===== src/rtl/flash_cfg_defines.svh =====
`ifndef FLASH_CFG_DEFINES_SVH
`define FLASH_CFG_DEFINES_SVH
`define FC_ADDR_STATUS 4'h0
`define FC_ADDR_CONFIG 4'h1
`define FC_ADDR_SECURITY 4'h2
`define FC_ADDR_EVENTS 4'h3
`define FC_ADDR_MASK 4'h4
`define FC_BIT_DONE 7
`define FC_BIT_COLL 6
`define FC_BIT_ERSA 5
`define FC_BIT_SUSP 4
`define FC_CONFIG_RESET 8'h00
`define FC_EV_DONE 0
`define FC_EV_COLL 1
`define FC_EV_ERSA 2
`define FC_SEC_UNSECURE 2'h2
`define FC_STEP_CYCLES 16'h0010
`endif


===== src/rtl/flash_cfg_pkg.sv =====
package flash_cfg_pkg;
  typedef enum logic [2:0] {
    ST_IDLE,
    ST_ERASE,
    ST_VERIFY,
    ST_PROGRAM,
    ST_UNSECURE
  } erase_all_state_t;
endpackage : flash_cfg_pkg


===== src/rtl/pin_sync.sv =====
`timescale 1ns/1ns
`default_nettype none
module pin_sync #(
  parameter int WIDTH = 1
) (
  input wire logic i_ref_clk,
  input wire logic i_rst,
  input wire logic i_ce,
  input wire logic [WIDTH-1:0] i_async,
  output logic [WIDTH-1:0] o_sync
);
  logic [WIDTH-1:0] stage1_ff;
  logic [WIDTH-1:0] stage2_ff;
  always_ff @(posedge i_ref_clk) begin
    if (i_rst) begin
      stage1_ff <= '0;
      stage2_ff <= '0;
    end else if (i_ce) begin
      stage1_ff <= i_async;
      stage2_ff <= stage1_ff;
    end
  end
  assign o_sync = stage2_ff;
endmodule : pin_sync
`default_nettype wire


===== src/rtl/flash_config_control.sv =====
// Decided for this implementation: register access over Avalon-MM.
`timescale 1ns/1ns
`default_nettype none
`include "flash_cfg_defines.svh"
module flash_config_control
  import flash_cfg_pkg::*;
#(
  parameter logic [15:0] STEP_CYCLES = `FC_STEP_CYCLES
) (
  input wire logic i_ref_clk,
  input wire logic i_rst,
  input wire logic i_ce,
  input wire logic [3:0] i_address,
  input wire logic i_read,
  input wire logic i_write,
  input wire logic [31:0] i_writedata,
  output logic [31:0] o_readdata,
  output logic o_waitrequest,
  input wire logic i_erase_all_req,
  input wire logic i_cmd_done,
  input wire logic i_read_clash,
  output logic o_cmd_launch,
  output logic o_erase_suspend,
  output logic o_irq,
  output logic o_flash_irq,
  output logic [1:0] o_security
);
  logic [2:0] pin_s;
  logic ersa_pin_s;
  logic done_pin_s;
  logic clash_pin_s;
  logic ersa_pin_d_ff;
  logic done_flag_ff;
  logic coll_flag_ff;
  logic done_irq_enable_ff;
  logic collision_irq_enable_ff;
  logic erase_all_request_ff;
  logic erase_suspend_ff;
  logic [1:0] sec_ff;
  logic [2:0] events_ff;
  logic [2:0] mask_ff;
  logic launch_ff;
  logic flash_irq_ff;
  logic irq_ff;
  logic ack_ff;
  logic [31:0] rdata_ff;
  logic [15:0] step_cnt_ff;
  erase_all_state_t state_ff;
  erase_all_state_t nxt_state;
  logic step_done;
  logic wr_acc;
  logic rd_acc;
  logic [7:0] wbyte;
  logic ersa_start;
  logic ersa_finish;
  logic done_rise;
  logic coll_rise;

  pin_sync #(.WIDTH(3)) u_sync (
    .i_ref_clk(i_ref_clk),
    .i_rst(i_rst),
    .i_ce(i_ce),
    .i_async({i_erase_all_req, i_cmd_done, i_read_clash}),
    .o_sync(pin_s)
  );
  assign ersa_pin_s = pin_s[2];
  assign done_pin_s = pin_s[1];
  assign clash_pin_s = pin_s[0];

  // One wait cycle per access keeps read data registered
  // Writes commit only at the edge that sees waitrequest low
  assign wr_acc = i_write && ack_ff;
  assign rd_acc = i_read && !ack_ff;
  assign wbyte = i_writedata[7:0];

  always_ff @(posedge i_ref_clk) begin
    if (i_rst) begin
      ack_ff <= 1'b0;
      o_waitrequest <= 1'b1;
    end else if (i_ce) begin
      ack_ff <= (i_read || i_write) && !ack_ff;
      o_waitrequest <= !((i_read || i_write) && !ack_ff);
    end
  end

  function automatic logic is_addr(input logic [3:0] a, input logic [3:0] target);
    is_addr = (a == target);
  endfunction : is_addr

  // Start only on a request edge while no command runs
  assign ersa_start = ersa_pin_s && !ersa_pin_d_ff && done_flag_ff &&
                      (state_ff == ST_IDLE);
  assign step_done = (step_cnt_ff == STEP_CYCLES - 16'h0001);
  assign ersa_finish = (state_ff == ST_UNSECURE) && step_done;

  always_comb begin
    nxt_state = state_ff;
    case (state_ff)
      ST_IDLE: begin
        if (ersa_start) begin
          nxt_state = ST_ERASE;
        end
      end
      ST_ERASE: begin
        if (step_done) begin
          nxt_state = ST_VERIFY;
        end
      end
      ST_VERIFY: begin
        if (step_done) begin
          nxt_state = ST_PROGRAM;
        end
      end
      ST_PROGRAM: begin
        if (step_done) begin
          nxt_state = ST_UNSECURE;
        end
      end
      ST_UNSECURE: begin
        if (step_done) begin
          nxt_state = ST_IDLE;
        end
      end
      default: begin
        nxt_state = ST_IDLE;
      end
    endcase
  end

  always_ff @(posedge i_ref_clk) begin
    if (i_rst) begin
      state_ff <= ST_IDLE;
      step_cnt_ff <= 16'h0000;
      ersa_pin_d_ff <= 1'b0;
    end else if (i_ce) begin
      state_ff <= nxt_state;
      ersa_pin_d_ff <= ersa_pin_s;
      if (state_ff == ST_IDLE || step_done) begin
        step_cnt_ff <= 16'h0000;
      end else begin
        step_cnt_ff <= step_cnt_ff + 16'h0001;
      end
    end
  end

  // Hardware-only bit; software writes never reach it
  always_ff @(posedge i_ref_clk) begin
    if (i_rst) begin
      erase_all_request_ff <= 1'b0;
    end else if (i_ce) begin
      if (ersa_start) begin
        erase_all_request_ff <= 1'b1;
      end else if (ersa_finish) begin
        erase_all_request_ff <= 1'b0;
      end
    end
  end

  always_ff @(posedge i_ref_clk) begin
    if (i_rst) begin
      sec_ff <= 2'h0;
    end else if (i_ce && ersa_finish) begin
      sec_ff <= `FC_SEC_UNSECURE;
    end
  end

  always_ff @(posedge i_ref_clk) begin
    if (i_rst) begin
      done_irq_enable_ff <= 1'b0;
      collision_irq_enable_ff <= 1'b0;
      erase_suspend_ff <= 1'b0;
    end else if (i_ce && wr_acc && is_addr(i_address, `FC_ADDR_CONFIG)) begin
      done_irq_enable_ff <= wbyte[`FC_BIT_DONE];
      collision_irq_enable_ff <= wbyte[`FC_BIT_COLL];
      erase_suspend_ff <= wbyte[`FC_BIT_SUSP];
    end
  end

  // Done flag: launch write clears, completion sets; erase-all also busies it
  assign done_rise = done_pin_s || ersa_finish;
  always_ff @(posedge i_ref_clk) begin
    if (i_rst) begin
      done_flag_ff <= 1'b1;
      launch_ff <= 1'b0;
    end else if (i_ce) begin
      launch_ff <= 1'b0;
      if (ersa_start) begin
        done_flag_ff <= 1'b0;
      end else if (wr_acc && is_addr(i_address, `FC_ADDR_STATUS) &&
                   wbyte[`FC_BIT_DONE] && done_flag_ff && state_ff == ST_IDLE) begin
        done_flag_ff <= 1'b0;
        launch_ff <= 1'b1;
      end else if (!done_flag_ff && done_rise && !launch_ff) begin
        done_flag_ff <= 1'b1;
      end
    end
  end

  // Detection wins over a same-cycle write-1 clear
  always_ff @(posedge i_ref_clk) begin
    if (i_rst) begin
      coll_flag_ff <= 1'b0;
    end else if (i_ce) begin
      if (clash_pin_s && !done_flag_ff) begin
        coll_flag_ff <= 1'b1;
      end else if (wr_acc && is_addr(i_address, `FC_ADDR_STATUS) && wbyte[`FC_BIT_COLL]) begin
        coll_flag_ff <= 1'b0;
      end
    end
  end

  assign coll_rise = clash_pin_s && !done_flag_ff && !coll_flag_ff;

  // Sticky events, cleared by reading; a new event wins over the read
  always_ff @(posedge i_ref_clk) begin
    if (i_rst) begin
      events_ff <= 3'h0;
      mask_ff <= 3'h0;
    end else if (i_ce) begin
      if (rd_acc && is_addr(i_address, `FC_ADDR_EVENTS)) begin
        events_ff <= 3'h0;
      end
      if (!done_flag_ff && done_rise && !launch_ff) begin
        events_ff[`FC_EV_DONE] <= 1'b1;
      end
      if (coll_rise) begin
        events_ff[`FC_EV_COLL] <= 1'b1;
      end
      if (ersa_finish) begin
        events_ff[`FC_EV_ERSA] <= 1'b1;
      end
      if (wr_acc && is_addr(i_address, `FC_ADDR_MASK)) begin
        mask_ff <= i_writedata[2:0];
      end
    end
  end

  always_ff @(posedge i_ref_clk) begin
    if (i_rst) begin
      flash_irq_ff <= 1'b0;
      irq_ff <= 1'b0;
    end else if (i_ce) begin
      flash_irq_ff <= (done_irq_enable_ff && done_flag_ff) ||
                      (collision_irq_enable_ff && coll_flag_ff);
      irq_ff <= |(events_ff & mask_ff);
    end
  end

  always_ff @(posedge i_ref_clk) begin
    if (i_rst) begin
      rdata_ff <= 32'h0000_0000;
    end else if (i_ce && rd_acc) begin
      if (is_addr(i_address, `FC_ADDR_STATUS)) begin
        rdata_ff <= {24'h00_0000, done_flag_ff, coll_flag_ff, 6'h00};
      end else if (is_addr(i_address, `FC_ADDR_CONFIG)) begin
        rdata_ff <= {24'h00_0000, done_irq_enable_ff, collision_irq_enable_ff,
                     erase_all_request_ff, erase_suspend_ff, 4'h0};
      end else if (is_addr(i_address, `FC_ADDR_SECURITY)) begin
        rdata_ff <= {30'h0000_0000, sec_ff};
      end else if (is_addr(i_address, `FC_ADDR_EVENTS)) begin
        rdata_ff <= {29'h0000_0000, events_ff};
      end else if (is_addr(i_address, `FC_ADDR_MASK)) begin
        rdata_ff <= {29'h0000_0000, mask_ff};
      end else begin
        rdata_ff <= 32'h0000_0000;
      end
    end
  end

  assign o_readdata = rdata_ff;
  assign o_cmd_launch = launch_ff;
  assign o_erase_suspend = erase_suspend_ff;
  assign o_irq = irq_ff;
  assign o_flash_irq = flash_irq_ff;
  assign o_security = sec_ff;
endmodule : flash_config_control
`default_nettype wire


===== config.mk =====
export PLATFORM = sky130hd
export DESIGN_NAME = flash_config_control
export DESIGN_NICKNAME = d
export VERILOG_FILES = /design/src/rtl/flash_cfg_pkg.sv /design/src/rtl/pin_sync.sv /design/src/rtl/flash_config_control.sv
export VERILOG_INCLUDE_DIRS = /design/src /design/src/rtl
export SDC_FILE = /design/constraint.sdc
export NUM_CORES = 1
export LEC_CHECK = 0
export ABC_AREA = 1
export BUFFER_PORTS_ARGS = -buffer_cell sky130_fd_sc_hd__buf_2
export CELL_PAD_IN_SITES_DETAIL_PLACEMENT = 1
export CELL_PAD_IN_SITES_GLOBAL_PLACEMENT = 1
export CORE_ASPECT_RATIO = 1.1
export CORE_MARGIN = 2
export CORE_UTILIZATION = 35
export DETAILED_ROUTE_END_ITERATION = 6
export MAX_ROUTING_LAYER = met4
export PLACE_DENSITY_LB_ADDON = 0.12
export SLEW_MARGIN = 20
export SYNTH_ARGS = -nofsm -noshare
export SYNTH_HDL_FRONTEND = slang
export SYNTH_SLANG_ARGS = --single-unit

===== constraint.sdc =====
create_clock -name i_ref_clk -period 1.5 [get_ports i_ref_clk]
set_clock_uncertainty 0.05 [all_clocks]
set_input_delay 0.225 -clock i_ref_clk [delete_from_list [all_inputs] [get_ports i_ref_clk]]
set_output_delay 0.225 -clock i_ref_clk [all_outputs]
set_load 0.1 [all_outputs]

==> impl_metrics.py, run 1 <==
metrics = {
    "outcome": {
        "status": "complete, no violations",
    },
    "timing": {
        "hold_violations": 0,
        "setup_slack_ns": 0.08418,
        "fin_crit_ns": 1.416,
        "whs_ns": 0.08387,
        "drv_slew": 0,
        "setup_viol": 0,
        "post-route-period-util": 0.9439,
        "max_freq_mhz": 706.3,
        "rsz0062_at_grt": "true",
    },
    "synthesis": {
        "syn_area_per_cell_sq_um": 7.079,
        "yosysWarnings": 0,
        "netlist_instances": 374,
        "syn_area_sq_um": 2648,
        "synth_area_leaders": "dfxtp_1 (39%), nand2_1 (9.4%), buf_4 (7.7%)",
        "ys_async_sr_fraction": 0,
        "synth_edf_count": 0,
        "synth_ff_type": "dfxtp_1",
        "synth_commonest_cells": "nand2_1 (66), dfxtp_1 (51), nor2_1 (45)",
        "synth_largest_area_cell": "dfxtp_1",
        "yosysSeqAreaShare": 0.3856,
        "synth.most_common_cell": "nand2_1",
        "synth.top_cell.area_share": 0.3856,
        "synthDistinctLibCells": 32,
        "ys_ff_latch": 51,
    },
    "worst_setup_path": {
        "timing.rr.start": "step_cnt_ff[2]",
        "crit_arrival_ns": 1.14,
        "endpoint_kind": "output pin",
        "cp_num_buf_inv": 1,
        "startpoint": "o_security[1]",
        "timing.rr.end": "step_cnt_ff[11]",
        "worst_ep_required_time_ns": 1.22,
        "critPathKind": "reg2out",
        "slowest_stage": "buf_2",
        "crit_chain": "buf_2",
        "cp_max_fo": 3,
        "reg2reg_depth": 7,
        "cp_top_family": "buffers and inverters",
        "cpPeakStageDelay_ns": 0.45,
        "r2r_slack_ns": 0.09,
        "crit_path_start_kind": "flip-flop",
    },
    "clocking": {
        "worstSkewPairLatency_ns": 0.31,
        "clk_pin_slew_ns": 0.10,
        "numCtsBuffers": 5,
        "cts_sinks": 51,
        "ctsHoldBuffers": 0,
        "cts_tree": "yes",
        "cts_root_buffer": "clkbuf_8",
        "cts_buffer_depth": 2,
        "htreeDepth": 2,
    },
    "drt": {
        "drt_iter0_drc": 70,
        "route.detailed.drc": 0,
        "first_pass_iters": 4,
        "drt_wl_total_um": 6572,
        "dr_total_vias": 2450,
        "drtAntennaViolNets": 0,
        "vias_per_cell": 4.795,
        "wl_per_cell_um": 12.86,
    },
    "finish": {
        "nNetsFinal": 468,
        "antenna_cells": 0,
        "syn_to_final_growth_pct": 17.49,
        "final_area_sq_um": 3110,
        "drive_above_1_share": 0.2453,
    },
    "floorplanning": {
        "die_height_um": 95.22,
        "core_area_sq_um": 7391,
        "fp-row-count": 33,
        "start_util": 0.3582,
        "die_area_sq_um": 8277,
        "ios": 83,
        "fp.dieW_um": 86.93,
    },
    "min_path": {
        "hold_depth": 3,
        "hp-start": "i_writedata[2]",
        "worst_hold_path.endpoint": "mask_ff[2]",
        "hp-class": "in2reg",
    },
    "flow_run": {
        "max-cap-violations": 0,
    },
    "power": {
        "total_leakage_power_nw": 1.404,
        "ir_drop_mv": 0.3591,
        "power.density_nw_per_um2": 1156,
    },
    "place": {
        "dp_hpwl_um": 5107,
        "globalplace.congestion": 0.7663,
        "pre_cts_ws_ns": -0.02391,
        "port_buffers": 30,
        "placedInstanceArea_sq_um": 2929,
    },
    "global_route": {
        "grt.overflow.total": 0,
        "grt_util_all_layers": 0.1719,
        "grt_max_degree": 16,
        "grt_pass1_wl_um": 10940,
        "grt_antenna_before_repair": 0,
        "grt_pass1_vias": 2347,
    },
}
layer usage:
| metal | vias up | GRT usage | wire length [um] |
|---|---|---|---|
| met2 | 27 | 0.2882 | 3334 |
| met1 | 1177 | 0.2116 | 2973 |
| met5 | - | - | 0 |
| met4 | 0 | 0.05990 | 98 |
| li1 | 1240 | - | - |
| met3 | 6 | 0.02338 | 165 |
where the power goes:
part	switching [W]	total [W]	internal (W)
combinational	0.000885	0.00124	0.000358
clock	0.000469	0.000848	0.000379
sequential	0.0000699	0.00151	0.00144
total	0.00142	0.00360	0.00217
metrics by stage:
stage                       util    TNS, ns  power, W  cells
after floorplan                -          0  0.002472    399
after global placement    0.3963  -0.007018  0.002688    501
after detailed placement  0.3963   -0.02391  0.002705    501
after CTS                 0.4095          0  0.003574    509
after global routing      0.4209   -0.05074  0.003817    511
final                     0.4209          0  0.003596    511
layout make-up:
| class | count | area, sq um |
|---|---|---|
| inverters | 48 | 180.2 |
| multi-input cells | 265 | 1358 |
| clock buffers | 7 | 86.33 |
| repair buffers | 52 | 342.8 |
| well taps | 87 | 108.9 |
| clock inverters | 1 | 8.758 |
| flip-flops and latches | 51 | 1026 |
| fillers | 969 | 4280 |
flip-flops by register name, indices dropped and copies added, names as in the netlist, 3 cells and up:
name              count
events_ff             3
state_ff              3
o_readdata            7
mask_ff               3
u_sync.stage1_ff      3
step_cnt_ff          16
u_sync.o_sync         3
how the worst max path moves through the flow:
stage,end,slack (ns),cells after the start
2_1_floorplan,done_flag_ff,0.0007,5
5_1_grt,step_cnt_ff[9],-0.03,6
3_3_place_gp,events_ff[2],-0.007,7
3_5_place_dp,step_cnt_ff[14],-0.02,8
6_report,o_security[1],0.08,1
4_1_cts,step_cnt_ff[4],0.0009,9
layout by cell type (no fill, tap or decap), types with 2 or more instances in the layout:
cell and count:
nand2_1 62, dfxtp_1 47, inv_1 44, nor2_1 41, buf_2 29, conb_1 26
a21oi_1 25, o21ai_0 23, buf_4 20, nand3_1 19, nor2_2 13, nand4_1 7
nand2_2 7, nor3_1 6, clkbuf_8 6, nor2_4 5, inv_2 4, o211ai_1 4
a21oi_2 4, xor2_1 4, dfxtp_2 4, nor3_2 3, a31oi_1 3, o221ai_1 2
nand3_2 2, xnor2_1 2, buf_12 2
cells by family (layout without fill, tap and decap cells):
logic type,count (synthesis),count (layout),synth area share
and+or+nand+nor,169,169,0.2940
buffers and inverters,83,108,0.1611
AOI/OAI and AO/OA,63,63,0.1333
DFF,51,51,0.3856
xor gates and xnor gates,6,6,0.01985
adders and majority gates,1,1,0.004725
other,1,26,0.001416
repair_timing:
| item | 4_1_cts | 5_1_grt |
|---|---|---|
| pin swaps | 0 | 6 |
| endpoints found under the hold margin | 0 | 0 |
| setup buffers | 0 | 2 |
| setup endpoints to repair | 1 | 25 |
| gates resized for setup | 1 | 20 |
worst reg2reg max path, cell delays in order (launching register included):
cell and delay, ns:
dfxtp_1 0.45, nand2_1 0.14, nor2_2 0.17, nand3_2 0.14, inv_1 0.09, nand2_1 0.09
nor2_1 0.13, nor3_2 0.06
Power figures use the tool's default switching activity.
==> run 2, diff against run 1 <==
- REMOVE_ABC_BUFFERS: unset -> 1
==> run 2 against run 1 <==
  * Non-clock buffer count shrank 4
  * Via count down 3.1%
  * Routed wire length fell by 6.2%
  * Total power decreased by 0.95%
  * Fmax rose by 2.2%
  * Setup slack improved by 0.031 ns
  * Design area down 1.9%
  * Global-route usage is 0.46 points lower
  * Combinational power down 5%
  * Largest cell class unchanged
  * Highest routed layer unchanged
==> impl_metrics.py, run 2 (synthesized netlist as in run 1, its figures left out) <==
metrics = {
    "worst_setup_path": {
        "critPathKind": "reg2out",
        "slowest_stage": "buf_2",
        "endpoint_kind": "output pin",
        "cpPeakStageDelay_ns": 0.44,
        "crit_arrival_ns": 1.11,
        "cp_num_buf_inv": 1,
        "crit_chain": "buf_2",
        "worst_ep_required_time_ns": 1.22,
        "cp_max_fo": 3,
        "cp_top_family": "buffers and inverters",
        "crit_path_start_kind": "flip-flop",
    },
    "drt": {
        "vias_per_cell": 4.684,
        "first_pass_iters": 4,
        "drt_wl_total_um": 6164,
        "route.detailed.drc": 0,
        "wl_per_cell_um": 12.16,
        "dr_total_vias": 2375,
        "drtAntennaViolNets": 0,
        "drt_iter0_drc": 27,
    },
    "floorplanning": {
        "fp.dieW_um": 86.93,
        "die_area_sq_um": 8277,
        "ios": 83,
        "start_util": 0.3582,
        "fp-row-count": 33,
        "core_area_sq_um": 7391,
        "die_height_um": 95.22,
    },
    "clocking": {
        "numCtsBuffers": 5,
        "cts_buffer_depth": 2,
        "worstSkewPairLatency_ns": 0.31,
        "clk_pin_slew_ns": 0.09,
        "cts_root_buffer": "clkbuf_8",
        "cts_sinks": 51,
        "htreeDepth": 2,
        "cts_tree": "yes",
    },
    "power": {
        "power.density_nw_per_um2": 1168,
        "seqPwrFrac": 0.422,
        "pwr-share-clk": 0.245,
        "p_int_w": 0.002175,
        "pwr-share-comb": 0.332,
        "ir_drop_mv": 0.3890,
        "design_power_total_w": 0.003562,
        "net-switching-power_w": 0.001387,
        "total_leakage_power_nw": 1.376,
        "switching_share": 0.3895,
    },
    "global_route": {
        "grt_util_all_layers": 0.1673,
        "grt_pass1_vias": 2414,
        "grt.overflow.total": 0,
        "grt_max_degree": 16,
        "grt_antenna_before_repair": 0,
        "grt_pass1_wl_um": 10660,
    },
    "timing": {
        "post-route-period-util": 0.9235,
        "drv_slew": 0,
        "hold_violations": 0,
        "setup_viol": 0,
        "max_freq_mhz": 721.9,
        "fin_crit_ns": 1.385,
        "rsz0062_at_grt": "true",
    },
    "finish": {
        "syn_to_final_growth_pct": 15.22,
        "fill_cells": 994,
        "regMostFlops": "step_cnt_ff",
        "finish.utilization": 0.4127,
        "nNetsFinal": 464,
        "seqCellArea_sq_um": 1025,
        "multi_input_area_sq_um": 1339,
        "final_cell_mix": "nand2_1 (64), dfxtp_1 (48), inv_1 (44)",
        "final_common_cell": "nand2_1",
        "fin_cells": 507,
        "largest_reg_flops": 16,
        "final_area_sq_um": 3050,
        "drive_above_1_share": 0.2310,
        "antenna_cells": 0,
    },
    "flow_run": {
        "max-cap-violations": 0,
    },
    "place": {
        "port_buffers": 30,
        "dp_hpwl_um": 4874,
        "placedInstanceArea_sq_um": 2902,
        "globalplace.congestion": 0.7339,
        "dp.cells": 499,
    },
    "min_path": {
        "hp-class": "in2reg",
    },
    "outcome": {
        "status": "complete, no violations",
    },
}
==> run 2: cell count changes in the layout (fill, tap and decap cells not counted), sizes merged <==
cell / previous run / this run
buf: 51 / 48
clkinv: 1 / 0
==> run 2: power by group through the flow <==
stage | Clock [W] | Combinational (W) | Sequential (W)
after floorplan | 0 | 0.000757 | 0.00162
after global placement | 0 | 0.00114 | 0.00153
after detailed placement | 0 | 0.00116 | 0.00153
after CTS | 0.000917 | 0.00116 | 0.00150
after global routing | 0.000958 | 0.00131 | 0.00152
final | 0.000874 | 0.00118 | 0.00150
==> run 2: path summary, 6_finish.rpt <==
path / from / end / slack, ns / cells past startpoint
worst max-delay path: o_cmd_launch / o_cmd_launch / 0.11 / 1
worst min-delay path: i_cmd_done / u_sync.stage1_ff[1] / 0.09 / 3
worst max register to register: step_cnt_ff[0] / step_cnt_ff[10] / 0.12 / 8
worst min register to register: o_readdata[0] / o_readdata[0] / 0.41 / 2
==> run 2: repair_timing <==
action                     in CTS  in global routing
setup buffers                   0                  0
hold buffers                    0                  0
pin swaps                       1                  1
hold endpoints to repair        0                  0
setup endpoints to repair       2                 19
resized for setup               3                 11
==> run 2: layout make-up <==
| cell class | instances | share of cell area |
|---|---|---|
| flip-flops and latches | 51 | 0.3359 |
| clock buffers | 8 | 0.03281 |
| multi-input cells | 265 | 0.4389 |
| well taps | 87 | 0.03568 |
| inverters | 48 | 0.05906 |
| repair buffers | 48 | 0.09762 |
==> run 2: stage by stage <==
step	setup WS (ns)	hold WS (ns)	setup TNS, ns
final	0.1148	0.08754	0
after CTS	0.007227	0.08207	0
after floorplan	-0.006618	0.2441	-0.006618
after detailed placement	-0.04141	0.4033	-0.04141
after global routing	-0.002147	0.09945	-0.002147
after global placement	0.00001044	0.3993	0
==> run 2: layer usage <==
metal | vias to the layer above | track usage | wire [um]
met3 | 6 | 0.02857 | 145
li1 | 1230 | - | -
met5 | - | - | 0
met1 | 1108 | 0.1825 | 2653
met4 | 0 | 0.04688 | 72
met2 | 31 | 0.3098 | 3293
